## src/core/mce_pkg.sv

```systemverilog
// shared constants and carrier types for the memory controller event counters
package mce_pkg;
  localparam int NUM_CTR  = 4;
  localparam int CTR_W    = 48;
  localparam int ADDR_W   = 16;
  localparam int DATA_W   = 32;
  localparam int BE_W     = DATA_W / 8;
  localparam int RQ_DEPTH = 4;
  localparam int WQ_DEPTH = 4;
  localparam int PTR_W    = 2;
  localparam int CNT_W    = 3;
  localparam int INC_W    = 6;

  // event select codes, bits 7:0 of the control word
  localparam logic [7:0] EV_RD_RANK6   = 8'hb6;
  localparam logic [7:0] EV_RD_RANK7   = 8'hb7;
  localparam logic [7:0] EV_WR_RANK0   = 8'hb8;
  localparam logic [7:0] EV_WR_RANK1   = 8'hb9;
  localparam logic [7:0] EV_WR_RANK2   = 8'hba;
  localparam logic [7:0] EV_WR_RANK3   = 8'hbb;
  localparam logic [7:0] EV_RQ_NE      = 8'h11;
  localparam logic [7:0] EV_RQ_ALLOC   = 8'h10;
  localparam logic [7:0] EV_WQ_FULL    = 8'h22;
  localparam logic [7:0] EV_WQ_NE      = 8'h21;
  localparam logic [7:0] EV_WQ_RD_HIT  = 8'h23;
  localparam logic [7:0] EV_WQ_WR_HIT  = 8'h24;
  localparam logic [7:0] EV_BUF_PUSH   = 8'h90;
  localparam logic [7:0] EV_BUF_OCC    = 8'h91;
  localparam logic [7:0] EV_WR_TO_RD   = 8'hc0;
  localparam logic [7:0] EV_MODE_DENY  = 8'hc1;

  // bank selector in the unit mask
  localparam logic [7:0] SEL_EVERY_BANK = 8'h10;
  localparam logic [7:0] SEL_GROUP_ZERO = 8'h11;
  localparam logic [7:0] SEL_GROUP_LAST = 8'h14;

  localparam logic [2:0] RANK_SIX   = 3'h6;
  localparam logic [2:0] RANK_SEVEN = 3'h7;
  localparam logic [INC_W-1:0] MAX_OCC_INC = 6'h20;
  localparam logic [CNT_W-1:0] RQ_FULL_CNT = 3'h4;
  localparam logic [CNT_W-1:0] WQ_FULL_CNT = 3'h4;

  // counter control word: unit mask in 15:8, event select in 7:0
  typedef struct packed {
    logic [7:0] umask;
    logic [7:0] evsel;
  } mce_ctl_t;

  // request carried from the home agent, also the queue entry and column command
  typedef struct packed {
    logic              write;
    logic              isochronous_request;
    logic [2:0]        rank;
    logic [3:0]        bank;
    logic [ADDR_W-1:0] addr;
    logic [DATA_W-1:0] data;
    logic [BE_W-1:0]   be;
  } mce_req_t;
endpackage

```

## src/core/mce_bank_match.sv

```systemverilog
// decodes the column-command bank selector against one bank number
`timescale 1ns/1ps
`default_nettype none
module mce_bank_match
  import mce_pkg::*;
(
  input  wire logic [7:0] bankSel, // unit mask bank selector
  input  wire logic [3:0] bank,    // bank of the issued column command
  output logic            hit      // bank is selected
);
  logic [7:0] grp;

  always_comb begin
    grp = bankSel - SEL_GROUP_ZERO;
    if (bankSel < SEL_EVERY_BANK) begin
      hit = (bank == bankSel[3:0]);
    end else if (bankSel == SEL_EVERY_BANK) begin
      hit = 1'b1;
    end else if (bankSel <= SEL_GROUP_LAST) begin
      hit = (bank[3:2] == grp[1:0]);
    end else begin
      hit = 1'b0;
    end
  end
endmodule
`default_nettype wire

```

## src/core/mce_wq_cam.sv

```systemverilog
// address search over the live entries of the write pending queue
`timescale 1ns/1ps
`default_nettype none
module mce_wq_cam
  import mce_pkg::*;
(
  input  wire mce_req_t [WQ_DEPTH-1:0] entries, // queue storage
  input  wire logic [PTR_W-1:0]        head,    // oldest entry
  input  wire logic [CNT_W-1:0]        count,   // live entries
  input  wire logic [ADDR_W-1:0]       addr,    // address searched
  output logic                         hit,     // a live entry matches
  output logic [PTR_W-1:0]             idx      // index of the matching entry
);
  logic [WQ_DEPTH-1:0] match;

  for (genvar k = 0; k < WQ_DEPTH; k++) begin : g_ent
    logic [PTR_W-1:0] age;
    assign age      = PTR_W'(k) - head;
    assign match[k] = ({1'b0, age} < count) && (entries[k].addr == addr);
  end

  // at most one live entry per address, merging keeps it so
  always_comb begin
    hit = |match;
    idx = '0;
    for (int k = 0; k < WQ_DEPTH; k++) begin
      if (match[k]) begin
        idx = PTR_W'(k);
      end
    end
  end
endmodule
`default_nettype wire

```

## src/core/mce_event_counters.sv

```systemverilog
// memory controller channel queues with event-selected performance counters
//
// Function
// count read column commands to rank 6 at 0xb6, rank 7 at 0xb7, bank filtered
// bank selector 0-15 one bank, 16 all banks, 17-20 groups of four
// count write column commands to ranks 0 to 3 at 0xb8 to 0xbb
// at 0x11 count cycles the read queue holds an entry
// at 0x10 count every read queue allocation, isochronous or not
// read entry allocated on arrival, freed only once its command issues; the code also frees it when the read is forwarded from the write queue
// home agent sends a request only while holding a free-entry credit
// at 0x22 count write queue full cycles; agent sends nothing while full
// at 0x21 count cycles the write queue is not empty
// free write entry after issue; report completion when posted
// search write queue for same address before issuing any read or write
// read matching a queued write takes data from that entry
// matching full write overwrites; partial write merges its bytes, no underfill read
// count write queue matches at 0x23 and 0x24
// at 0x90 count buffer pushes; mask bit 0 write mode, bit 1 read mode
// at 0x91 add buffer occupancy, up to 32 per cycle
// at 0xc0 count write-to-read mode changes filtered by three causes
// at 0xc1 count occasions the requested major mode is refused
// other events add at most one per cycle, on any counter 0-3
// unit mask comes from control word bits 15:8
// several selected filter bits add only one when any matches
// unassigned event select leaves the counter unchanged
`timescale 1ns/1ps
`default_nettype none
module mce_event_counters
  import mce_pkg::*;
(
  input  wire logic                                 sys_clk,        // core clock
  input  wire logic                                 rst_n,          // sync reset
  input  wire logic                                 clkEn,          // freezes all state
  input  wire mce_ctl_t [NUM_CTR-1:0]               ctlWord,        // per-counter control
  input  wire logic                                 reqValid,       // home agent request
  input  wire mce_req_t                             reqData,        // request contents
  input  wire logic                                 memReady,       // memory takes a command
  input  wire logic                                 writeMajorMode, // 1 write mode, 0 read
  input  wire logic                                 bufPush,        // buffer write push
  input  wire logic [INC_W-1:0]                     bufOccupancy,   // buffer occupancy
  input  wire logic                                 modeToRead,     // write-to-read change
  input  wire logic [2:0]                           modeCause,      // threshold/starve/retry
  input  wire logic                                 modeDenied,     // requested mode refused
  output logic                                      casValid,       // column command pulse
  output mce_req_t                                  casCmd,         // column command
  output logic                                      rdRespValid,    // read served from queue
  output logic [DATA_W-1:0]                         rdRespData,     // forwarded data
  output logic                                      wrDone,         // write posted
  output logic                                      rdCredit,       // read entry freed
  output logic                                      wrCredit,       // write entry freed
  output logic                                      wqFull,         // write queue full
  output logic [NUM_CTR-1:0][CTR_W-1:0]             ctrValue        // counters
);
  typedef struct packed {
    mce_req_t [RQ_DEPTH-1:0]       rq;
    logic [PTR_W-1:0]              rqHead;
    logic [PTR_W-1:0]              rqTail;
    logic [CNT_W-1:0]              rqCnt;
    mce_req_t [WQ_DEPTH-1:0]       wq;
    logic [PTR_W-1:0]              wqHead;
    logic [PTR_W-1:0]              wqTail;
    logic [CNT_W-1:0]              wqCnt;
    logic                          casValid;
    mce_req_t                      cas;
    logic                          rdRespValid;
    logic [DATA_W-1:0]             rdRespData;
    logic                          wrDone;
    logic                          rdCredit;
    logic                          wrCredit;
    logic                          wqFull;
    logic [NUM_CTR-1:0][CTR_W-1:0] ctr;
  } mce_state_t;

  mce_state_t stFf;
  mce_state_t nxt_stFf;

  logic                           rdHit;
  logic [PTR_W-1:0]               rdIdx;
  logic                           wrHit;
  logic [PTR_W-1:0]               wrIdx;
  logic                           wrReq;
  logic                           wrMerge;
  logic                           wqPush;
  logic                           rqPush;
  logic                           rdHitTake;
  logic                           rdIssue;
  logic                           wrIssue;
  mce_req_t                       casNow;
  mce_req_t                       merged;
  logic [NUM_CTR-1:0][INC_W-1:0]  incV;
  logic [NUM_CTR-1:0]             evKnown;

  // search for the read at the head of its queue, and for an arriving write
  mce_wq_cam u_rd_cam (
    .entries (stFf.wq),
    .head    (stFf.wqHead),
    .count   (stFf.wqCnt),
    .addr    (stFf.rq[stFf.rqHead].addr),
    .hit     (rdHit),
    .idx     (rdIdx)
  );

  mce_wq_cam u_wr_cam (
    .entries (stFf.wq),
    .head    (stFf.wqHead),
    .count   (stFf.wqCnt),
    .addr    (reqData.addr),
    .hit     (wrHit),
    .idx     (wrIdx)
  );

  always_comb begin
    wrReq     = reqValid && reqData.write;
    wrMerge   = wrReq && wrHit;
    wqPush    = wrReq && !wrHit && (stFf.wqCnt != WQ_FULL_CNT);
    rqPush    = reqValid && !reqData.write && (stFf.rqCnt != RQ_FULL_CNT);
    rdHitTake = (stFf.rqCnt != '0) && rdHit;
    rdIssue   = (stFf.rqCnt != '0) && !rdHit && memReady;
    // reads go ahead of writes; a write head being merged this cycle waits
    wrIssue   = (stFf.rqCnt == '0) && (stFf.wqCnt != '0) && memReady &&
                !(wrMerge && (wrIdx == stFf.wqHead));
    casNow    = rdIssue ? stFf.rq[stFf.rqHead] : stFf.wq[stFf.wqHead];
    merged    = stFf.wq[wrIdx];
    for (int b = 0; b < BE_W; b++) begin
      if (reqData.be[b]) begin
        merged.data[8*b +: 8] = reqData.data[8*b +: 8];
      end
    end
    merged.be = merged.be | reqData.be;
  end

  // event selection, one set of logic per counter
  for (genvar i = 0; i < NUM_CTR; i++) begin : g_ctr
    logic [7:0] ev;
    logic [7:0] um;
    logic       bankOk;

    assign ev = ctlWord[i].evsel;
    assign um = ctlWord[i].umask;

    mce_bank_match u_bank (
      .bankSel (um),
      .bank    (casNow.bank),
      .hit     (bankOk)
    );

    always_comb begin
      incV[i]    = '0;
      evKnown[i] = 1'b1;
      case (ev)
        EV_RD_RANK6: begin
          incV[i] = INC_W'(rdIssue && casNow.rank == RANK_SIX && bankOk);
        end
        EV_RD_RANK7: begin
          incV[i] = INC_W'(rdIssue && casNow.rank == RANK_SEVEN && bankOk);
        end
        EV_WR_RANK0, EV_WR_RANK1, EV_WR_RANK2, EV_WR_RANK3: begin
          incV[i] = INC_W'(wrIssue && casNow.rank == {1'b0, ev[1:0]} && bankOk);
        end
        EV_RQ_NE: begin
          incV[i] = INC_W'(stFf.rqCnt != '0);
        end
        EV_RQ_ALLOC: begin
          incV[i] = INC_W'(rqPush);
        end
        EV_WQ_FULL: begin
          incV[i] = INC_W'(stFf.wqCnt == WQ_FULL_CNT);
        end
        EV_WQ_NE: begin
          incV[i] = INC_W'(stFf.wqCnt != '0);
        end
        EV_WQ_RD_HIT: begin
          incV[i] = INC_W'(rdHitTake);
        end
        EV_WQ_WR_HIT: begin
          incV[i] = INC_W'(wrMerge);
        end
        EV_BUF_PUSH: begin
          incV[i] = INC_W'(bufPush && ((um[0] && writeMajorMode) ||
                                       (um[1] && !writeMajorMode)));
        end
        EV_BUF_OCC: begin
          incV[i] = (bufOccupancy > MAX_OCC_INC) ? MAX_OCC_INC : bufOccupancy;
        end
        EV_WR_TO_RD: begin
          incV[i] = INC_W'(modeToRead && |(um[2:0] & modeCause));
        end
        EV_MODE_DENY: begin
          incV[i] = INC_W'(modeDenied);
        end
        default: begin
          incV[i]    = '0;
          evKnown[i] = 1'b0;
        end
      endcase
    end
  end

  always_comb begin
    nxt_stFf             = stFf;
    nxt_stFf.casValid    = 1'b0;
    nxt_stFf.rdRespValid = 1'b0;
    nxt_stFf.wrDone      = 1'b0;
    nxt_stFf.rdCredit    = 1'b0;
    nxt_stFf.wrCredit    = 1'b0;
    // read queue: allocate on arrival, free on issue or forward
    if (rqPush) begin
      nxt_stFf.rq[stFf.rqTail] = reqData;
      nxt_stFf.rqTail          = stFf.rqTail + 2'h1;
    end
    if (rdHitTake) begin
      nxt_stFf.rdRespValid = 1'b1;
      nxt_stFf.rdRespData  = stFf.wq[rdIdx].data;
    end
    if (rdHitTake || rdIssue) begin
      nxt_stFf.rqHead   = stFf.rqHead + 2'h1;
      nxt_stFf.rdCredit = 1'b1;
    end
    nxt_stFf.rqCnt = stFf.rqCnt + CNT_W'(rqPush) - CNT_W'(rdHitTake || rdIssue);
    // write queue: merge or post, completion reported at posting
    if (wrMerge) begin
      nxt_stFf.wq[wrIdx] = merged;
    end
    if (wqPush) begin
      nxt_stFf.wq[stFf.wqTail] = reqData;
      nxt_stFf.wqTail          = stFf.wqTail + 2'h1;
    end
    nxt_stFf.wrDone = wrMerge || wqPush;
    if (wrIssue) begin
      nxt_stFf.wqHead   = stFf.wqHead + 2'h1;
      nxt_stFf.wrCredit = 1'b1;
    end
    nxt_stFf.wqCnt  = stFf.wqCnt + CNT_W'(wqPush) - CNT_W'(wrIssue);
    nxt_stFf.wqFull = (nxt_stFf.wqCnt == WQ_FULL_CNT);
    if (rdIssue || wrIssue) begin
      nxt_stFf.casValid = 1'b1;
      nxt_stFf.cas      = casNow;
    end
    for (int k = 0; k < NUM_CTR; k++) begin
      nxt_stFf.ctr[k] = stFf.ctr[k] + CTR_W'(incV[k]);
    end
  end

  always_ff @(posedge sys_clk) begin
    if (!rst_n) begin
      stFf <= '0;
    end else if (clkEn) begin
      stFf <= nxt_stFf;
    end
  end

  assign casValid    = stFf.casValid;
  assign casCmd      = stFf.cas;
  assign rdRespValid = stFf.rdRespValid;
  assign rdRespData  = stFf.rdRespData;
  assign wrDone      = stFf.wrDone;
  assign rdCredit    = stFf.rdCredit;
  assign wrCredit    = stFf.wrCredit;
  assign wqFull      = stFf.wqFull;
  assign ctrValue    = stFf.ctr;
endmodule
`default_nettype wire

```

## config.mk

```make
export PLATFORM = sky130hd
export DESIGN_NAME = mce_event_counters
export DESIGN_NICKNAME = d
export VERILOG_FILES = /design/src/core/mce_pkg.sv /design/src/core/mce_bank_match.sv /design/src/core/mce_wq_cam.sv /design/src/core/mce_event_counters.sv
export SDC_FILE = /design/constraint.sdc
export NUM_CORES = 2
export LEC_CHECK = 0
export BUFFER_PORTS_ARGS = -buffer_cell sky130_fd_sc_hd__buf_4
export CAP_MARGIN = 15
export CORE_ASPECT_RATIO = 1.2
export CORE_MARGIN = 5
export CORE_UTILIZATION = 25
export DETAILED_ROUTE_END_ITERATION = 8
export RECOVER_POWER = 50
export SETUP_SLACK_MARGIN = 0.1
export SLEW_MARGIN = 40
export SYNTH_ARGS = -nofsm -noshare
export SYNTH_HDL_FRONTEND = slang
export SYNTH_SLANG_ARGS = --single-unit
```

## constraint.sdc

```tcl
create_clock -name sys_clk -period 7.7 [get_ports sys_clk]
set_input_delay 0 -clock sys_clk [delete_from_list [all_inputs] [get_ports sys_clk]]
set_output_delay 0 -clock sys_clk [all_outputs]
set_load 0.03 [all_outputs]
```

Yosys cells after proc, flatten, opt, wreduce, memory -nomap -nowiden

Cells that the tools add are included.

Add/sub/neg operators: 20
Magnitude comparators: 22
Equality and inequality tests: 95
Mux-type cells: 51
Bitwise gates (word level): 5
Reductions and logical operators: 89

Operator list:

| operator                                                                      | count |
|---|---|
| 244-bit bitwise mux                                                           | 3 |
| 61-bit binary-select mux with 2-bit select                                    | 4 |
| 244-bit two-way mux                                                           | 2 |
| 61-bit two-way mux                                                            | 7 |
| 61-bit demux with 2-bit select                                                | 3 |
| 8-bit equality test (second input constant)                                   | 40 |
| 6-bit one-hot mux with 13 select lines                                        | 4 |
| 48-bit by 6-bit adder with 48-bit output                                      | 4 |
| 16-bit equality test                                                          | 8 |
| 8-bit by 6-bit equality test with 1-bit output (second input constant)        | 16 |
| 8-bit by 5-bit equality test with 1-bit output (second input constant)        | 12 |
| 62-bit two-way mux                                                            | 1 |
| 1-bit logical AND                                                             | 58 |
| 36-bit two-way mux                                                            | 1 |
| 33-bit two-way mux                                                            | 1 |
| 8-bit by 5-bit <= comparator with 1-bit output (second input constant)        | 4 |
| 8-bit by 5-bit less-than comparator with 1-bit output (second input constant) | 4 |
| 8-bit two-way mux                                                             | 4 |
| 4-bit OR reduction                                                            | 6 |
| 2-bit by 3-bit less-than comparator with 1-bit output (second input constant) | 6 |
| 4-bit equality test                                                           | 4 |
| 1-bit two-way mux                                                             | 16 |
| 3-bit bitwise AND                                                             | 4 |
| 3-bit by 2-bit equality test with 1-bit output                                | 4 |
| other kinds (21)                                                              | 66 |

Bits in registers: 793
Bits of input ports: 143
Logic and storage cells: 362

Logic depth before layout (Yosys ltp)

Word-level depth: 16
Mapped depth: 32
Depth with buffers taken out: 26

Modules after synthesis

Synthesis repeated with hierarchy kept, for this count alone.

Cells, all modules: 5121
Area total of the unflattened synthesis: 43763.2 um2

Modules (own cells, without submodules):

| module             | instances | cells each | area each (um2) |
|---|---|---|---|
| mce_event_counters | 1         | 4839       | 41611.2 |
| mce_wq_cam         | 2         | 109        | 835.8 |
| mce_bank_match     | 4         | 16         | 120.1 |

Worst setup path after synthesis

Ideal clock, no wire load.

Kind: register -> register
Start point: register stFf[296] in the netlist's numbering
End point: register stFf (netlist bit ctrValue[89])
Data arrival time: 7047 ps
Setup slack: 538 ps
Stages on the path, launching flop included: 30
Cells stage by stage: dfxtp_1 clkbuf_1 clkbuf_1 buf_1 buf_1 xnor2_1 ha_1 a21oi_1 o21ai_1 nor2_1 nand2_1 nor4bb_4 buf_6 nand2_4 mux2i_4 xnor2_1 o41a_1 o31ai_1 ha_1 a21o_1 a21oi_1 o21bai_1 a21o_1 a21oi_1 nor4_1 nand2_1 nor3_1 nand4_1 xnor2_1 and2_1

Cells in the longest elaborated chain, start to end: 15
Elaborated cells on any way between the ends: 49
Those cells by class: add/sub: 5; order compare: 4; eq/ne: 6; mux: 10; reduce/logical: 24

RTL lines:

| item                                                                            | line                                                                            | source |
|---|---|---|
| from (decl)                                                                     | mce_event_counters.sv:74                                                        | `mce_state_t stFf;` |
| from (signal assigned)                                                          | mce_event_counters.sv:248                                                       | `stFf <= nxt_stFf;` |
| 1-bit by 2-bit subtractor with 2-bit output or 2-bit subtractor (tied branches) | mce_wq_cam.sv:18                                                                | `assign age = PTR_W'(k) - head;` |
| 2-bit by 3-bit less-than comparator with 1-bit output                           | mce_wq_cam.sv:19                                                                | `assign match[k] = ({1'b0, age} < count) && (entries[k].addr == addr);` |
| 1-bit logical AND                                                               | mce_wq_cam.sv:19                                                                |  |
| 4-bit OR reduction                                                              | mce_wq_cam.sv:24                                                                | `hit = \|match;` |
| 1-bit zero test                                                                 | mce_event_counters.sv:118                                                       | `rdIssue = (stFf.rqCnt != '0) && !rdHit && memReady;` |
| 1-bit logical AND (2 in a row)                                                  | mce_event_counters.sv:118                                                       |  |
| 61-bit two-way mux                                                              | mce_event_counters.sv:122                                                       | `casNow = rdIssue ? stFf.rq[stFf.rqHead] : stFf.wq[stFf.wqHead];` |
| 2-bit equality test                                                             | mce_bank_match.sv:20                                                            | `hit = (bank[3:2] == grp[1:0]);` |
| 1-bit two-way mux                                                               | mce_bank_match.sv:19                                                            | `end else if (bankSel <= SEL_GROUP_LAST) begin` |
| 1-bit two-way mux                                                               | mce_bank_match.sv:17                                                            | `end else if (bankSel == SEL_EVERY_BANK) begin` |
| 1-bit two-way mux                                                               | mce_bank_match.sv:15                                                            | `if (bankSel < SEL_EVERY_BANK) begin` |
| 1-bit logical AND, on equally long branches                                     | mce_event_counters.sv:158, mce_event_counters.sv:152, mce_event_counters.sv:155 |  |
| 6-bit one-hot mux with 13 select lines *                                        | mce_event_counters.sv:150                                                       | `case (ev)` |
| 48-bit by 6-bit adder with 48-bit output *                                      | mce_event_counters.sv:240                                                       | `nxt_stFf.ctr[k] = stFf.ctr[k] + CTR_W'(incV[k]);` |

Every way passes the cells marked *; elsewhere a longest branch is shown, timed or not. The select of a mux whose other input is x is not followed.
A chain may end at the register's enable or synchronous reset.

Worst setup path in the final report

Start point: register stFf[547] in the netlist's numbering
End point: register stFf (netlist bit ctrValue[141])

Cells in the longest elaborated chain, start to end: 16
Elaborated cells on any way between the ends: 32
Those cells by class: add/sub: 1; eq/ne: 9; mux: 7; reduce/logical: 15

RTL lines:

| item                                         | line |
|---|---|
| 61-bit binary-select mux with 2-bit select * | mce_event_counters.sv:98, mce_event_counters.sv:122 |
| 61-bit two-way mux (implied by the code) *   | mce_event_counters.sv:122 |
| 16-bit equality test                         | mce_wq_cam.sv:19 |
| 1-bit logical AND                            | mce_wq_cam.sv:19 |
| 4-bit OR reduction                           | mce_wq_cam.sv:24 |
| 1-bit zero test                              | mce_event_counters.sv:118 |
| 1-bit logical AND (2 in a row)               | mce_event_counters.sv:118 |
| 61-bit two-way mux                           | mce_event_counters.sv:122 |
| 2-bit equality test                          | mce_bank_match.sv:20 |
| 1-bit two-way mux                            | mce_bank_match.sv:19 |
| 1-bit two-way mux                            | mce_bank_match.sv:17 |
| 1-bit two-way mux                            | mce_bank_match.sv:15 |
| 1-bit logical AND, on equally long branches  | mce_event_counters.sv:158, mce_event_counters.sv:152, mce_event_counters.sv:155 |
| 6-bit one-hot mux with 13 select lines *     | mce_event_counters.sv:150 |
| 48-bit by 6-bit adder with 48-bit output *   | mce_event_counters.sv:240 |

Marks and branches as above.

==> metrics.md <==
| Metric | Value |
|---|---|
| Relative slew margins | -1.97 |
| CP endpoint kind | register |
| Port Buffers | 433 |
| Die H | 462 um |
| Antenna Violating Nets Remaining | 0 |
| I/O pins | 434 |
| CTS H-tree depth | 3 |
| Nets | around 5300 |
| Most frequent cells after synthesis | 807 x nand2_1, 793 x dfxtp_1, 554 x a21oi_1 |
| Period minus WS final | 7.23 ns |
| Synth area leaders | dfxtp_1 37%, nand2_1 7.1%, a21oi_1 6.5% |
| Count leader, synth | nand2_1 |
| Worst Slack Setup Final | 0.472 ns |
| Routed WL per cell | between 20 and 25 um |
| Clk buf depth | 3 |
| First-pass GRT wire length | around 250000 um |
| Worst-margin pin slew | 4.45 ns |
| Final Max Slew Viols | between 200 and 300 |
| Max-cap check violation count | 5 |
| HP Class | input pin to register |
| Syn_nets | 5330 |
| Initial Utilization | 0.252 |
| Fin crit share | 0.939 |
| P_leak | 17.0 nW |
| DRC | 0 |
| Full die area | 178000 sq um |
| Largest net degree at the start of global routing | around 150 |
| Unique masters post-synth | 78 |
| Share of layout cells above drive strength 1 | 0.111 |
| Critical path launch point type | register |
| RSZ-0062 raised after global routing | true |
| CTS tree | yes |
| Violated checks | capacitance limit, slew limit |
| Routed vias | 38800 |
| Drt pass-1 iters | 6 |
| Synth top area share | 0.373 |
| Post-synthesis sequential area ratio | 0.373 |
| #FFs+latches synth | ~790 |
| Synthesis-to-layout area growth | 14.4% |
| Antenna violations before repair | 33 |
| Die X | 386 um |
| GR Overflow Total | 0 |
| Critical path peak fanout | 34 |
| Core area | approximately 170000 sq um |
| Site row count | 165 |
| Worst-path clk slew | ~0.060 ns |
| Critical path class | register to register |
| Synth Cell Area | around 43000 sq um |
| WP data required | between 8 and 9 ns |
| Hpwl dp | 112000 um |
| Skew final | 0.0999 ns |
| Final total negative setup slack | 0 ns |
| CTS Sinks | just under 800 |
| Starting DRT DRC Count | 4373 |
| P per Cell Area | 248 nW/um^2 |
| Critical path arrival | 7.77 ns |
| Dominant cell type by area after synthesis | dfxtp_1 |
| Vias in the first global route | 36600 |
| Syn Area/Cell | 8.28 sq um |
| Drt total wl | 169000 um |
| Minimum setup slack after placement | 0.648 ns |
| Maximum vdd ir drop | 0.000190 V |
| Vias/cell | 5.21 |
| GRT Total Usage | 0.180 |
| Top_reg_cell synth | dfxtp_1 |
| Setup violations, final | 0 |
| Later-pin clock latency in the skew report | 0.75 ns |
| Synth Instances | 5137 |
| Gpl congestion | just over 0.9 |
| Outcome | complete, but fails checks |
| Fraction of registers with async set/reset | 0 |
| Yosys warns | 0 |
| FMAX | 138 MHz |
| Root Driver | clkbuf_16 |
| EDFF count, synth | 0 |
| Cts bufs inserted | between 90 and 100 |
| Final Hold Viols | 0 |
[final timing paths]
kind,to,startpoint,cells past startpoint,slack (ns)
worst min register to register,stFf[747]$_SDFFE_PN0P_,stFf[747]$_SDFFE_PN0P_,2,0.45
worst max-delay path,ctrValue[141]$_SDFFE_PN0P_,stFf[547]$_SDFFE_PN0P_,26,0.47
worst min-delay path,ctrValue[96]$_SDFFE_PN0P_,ctlWord[47],7,0.04
worst max register to register,ctrValue[141]$_SDFFE_PN0P_,stFf[547]$_SDFFE_PN0P_,26,0.47
[repair_timing]
action / in CTS / in global routing
endpoints found under the hold margin: 517 / 43
gates resized for setup: 0 / 2
buffers inserted: 0 / 0
hold buffers: 68 / 1
setup endpoints to repair: 0 / 6
[flip-flops by register name (all words and copies together) (netlist names)]
register,count
stFf,502
casValid,1
rdRespValid,1
rdRespData,32
casCmd,61
wrCredit,1
wrDone,1
ctrValue,192
rdCredit,1
wqFull,1
[worst max-delay path, cell delays in order, from the launching register on]
cell and delay, ns:
dfxtp_4 0.69, mux4_2 0.70, xor2_1 0.19, nor4_1 0.27, nand3_1 0.22, nor4_4 0.26, buf_4 0.58, nand4bb_1 0.29
buf_4 0.24, a31oi_1 0.11, o21ai_0 0.15, nand3_1 0.12, nand3_1 0.11, a2bb2oi_1 0.19, ha_1 0.22, a21o_1 0.13
a21oi_1 0.09, o21bai_1 0.14, a21o_1 0.18, a21oi_1 0.08, buf_4 0.16, or4b_2 0.79, nor3_1 0.41, and2_1 0.29
nand3_1 0.11, xnor2_1 0.13, and2_1 0.15
[final cells by class]
class	instances	area (sq um)
Multi-Input combinational cell	3587	22900
Clock inverter	39	656
Antenna cell	17	42.5
Tap cell	2254	2820
Inverter	57	226
Fill cell	18300	120000
Timing Repair Buffer	573	3470
Sequential cell	793	15900
Clock buffer	130	2670
[layout by cell type, fill, tap and decap left out, types with 33 or more instances in the layout]
cell type      netlist  routed
a211oi_1            81      78
a21oi_1            554     549
a311oi_1            55      55
a31oi_1             41      41
and2_1             100      95
and3_1              53      53
buf_4              285     188
clkbuf_1           373     311
clkbuf_16            0      92
dfxtp_1            793     789
dlygate4sd3_1        0      69
ha_1                44      44
inv_1               55      54
mux2i_1            113     112
mux4_2             122     122
nand2_1            807     799
nand3_1            106     103
nand4_1             51      51
nor2_1             374     371
nor2b_1             56      56
nor4_1              34      33
o21ai_0            238     238
o221a_2             33      33
o22ai_1            161     161
xnor2_1            202     202
xor2_1             131     131
[logic make-up (layout without fill, tap and decap cells)]
family | count (synthesis) | count (layout) | synth area share
compound gates | 1257 | 1257 | 0.175
simple gates | 1708 | 1708 | 0.181
mux | 239 | 239 | 0.0929
xor+xnor | 333 | 333 | 0.0686
fa+ha+maj | 50 | 50 | 0.0158
flops | 793 | 793 | 0.373
other cells | 0 | 17 | 0
buf+inv | 757 | 799 | 0.0935
[report_power, final]
| part | internal [W] | leakage (nW) | switching [W] | total (W) |
|---|---|---|---|---|
| registers | 0.00429 | 6.41 | 0.000224 | 0.00452 |
| clock network | 0.00281 | 1.61 | 0.00195 | 0.00476 |
| logic | 0.000848 | 8.96 | 0.00192 | 0.00277 |
| total | 0.00795 | 17.0 | 0.00409 | 0.0120 |
[layer usage]
metal	GRT usage	up-vias	wire [um]
li1	-	17600	-
met1	0.227	18800	68100
met2	0.294	2080	77700
met3	0.0427	369	16200
met4	0.0767	8	6730
met5	0	-	56
[metrics by stage]
step                 util  instance area, sq um  total power, W  hold slack [ns]  std cells
floorplan               -                 42500         0.00643            0.293       5137
global route        0.288                 48600          0.0125            0.110       7443
CTS                 0.294                 49700          0.0122          0.00911       7430
finish              0.288                 48600          0.0120           0.0444       7450
detailed placement  0.270                 45700         0.00742            0.307       7193
global placement    0.270                 45500         0.00738            0.301       7193
Note: power is estimated with default switching activity, not from simulation.
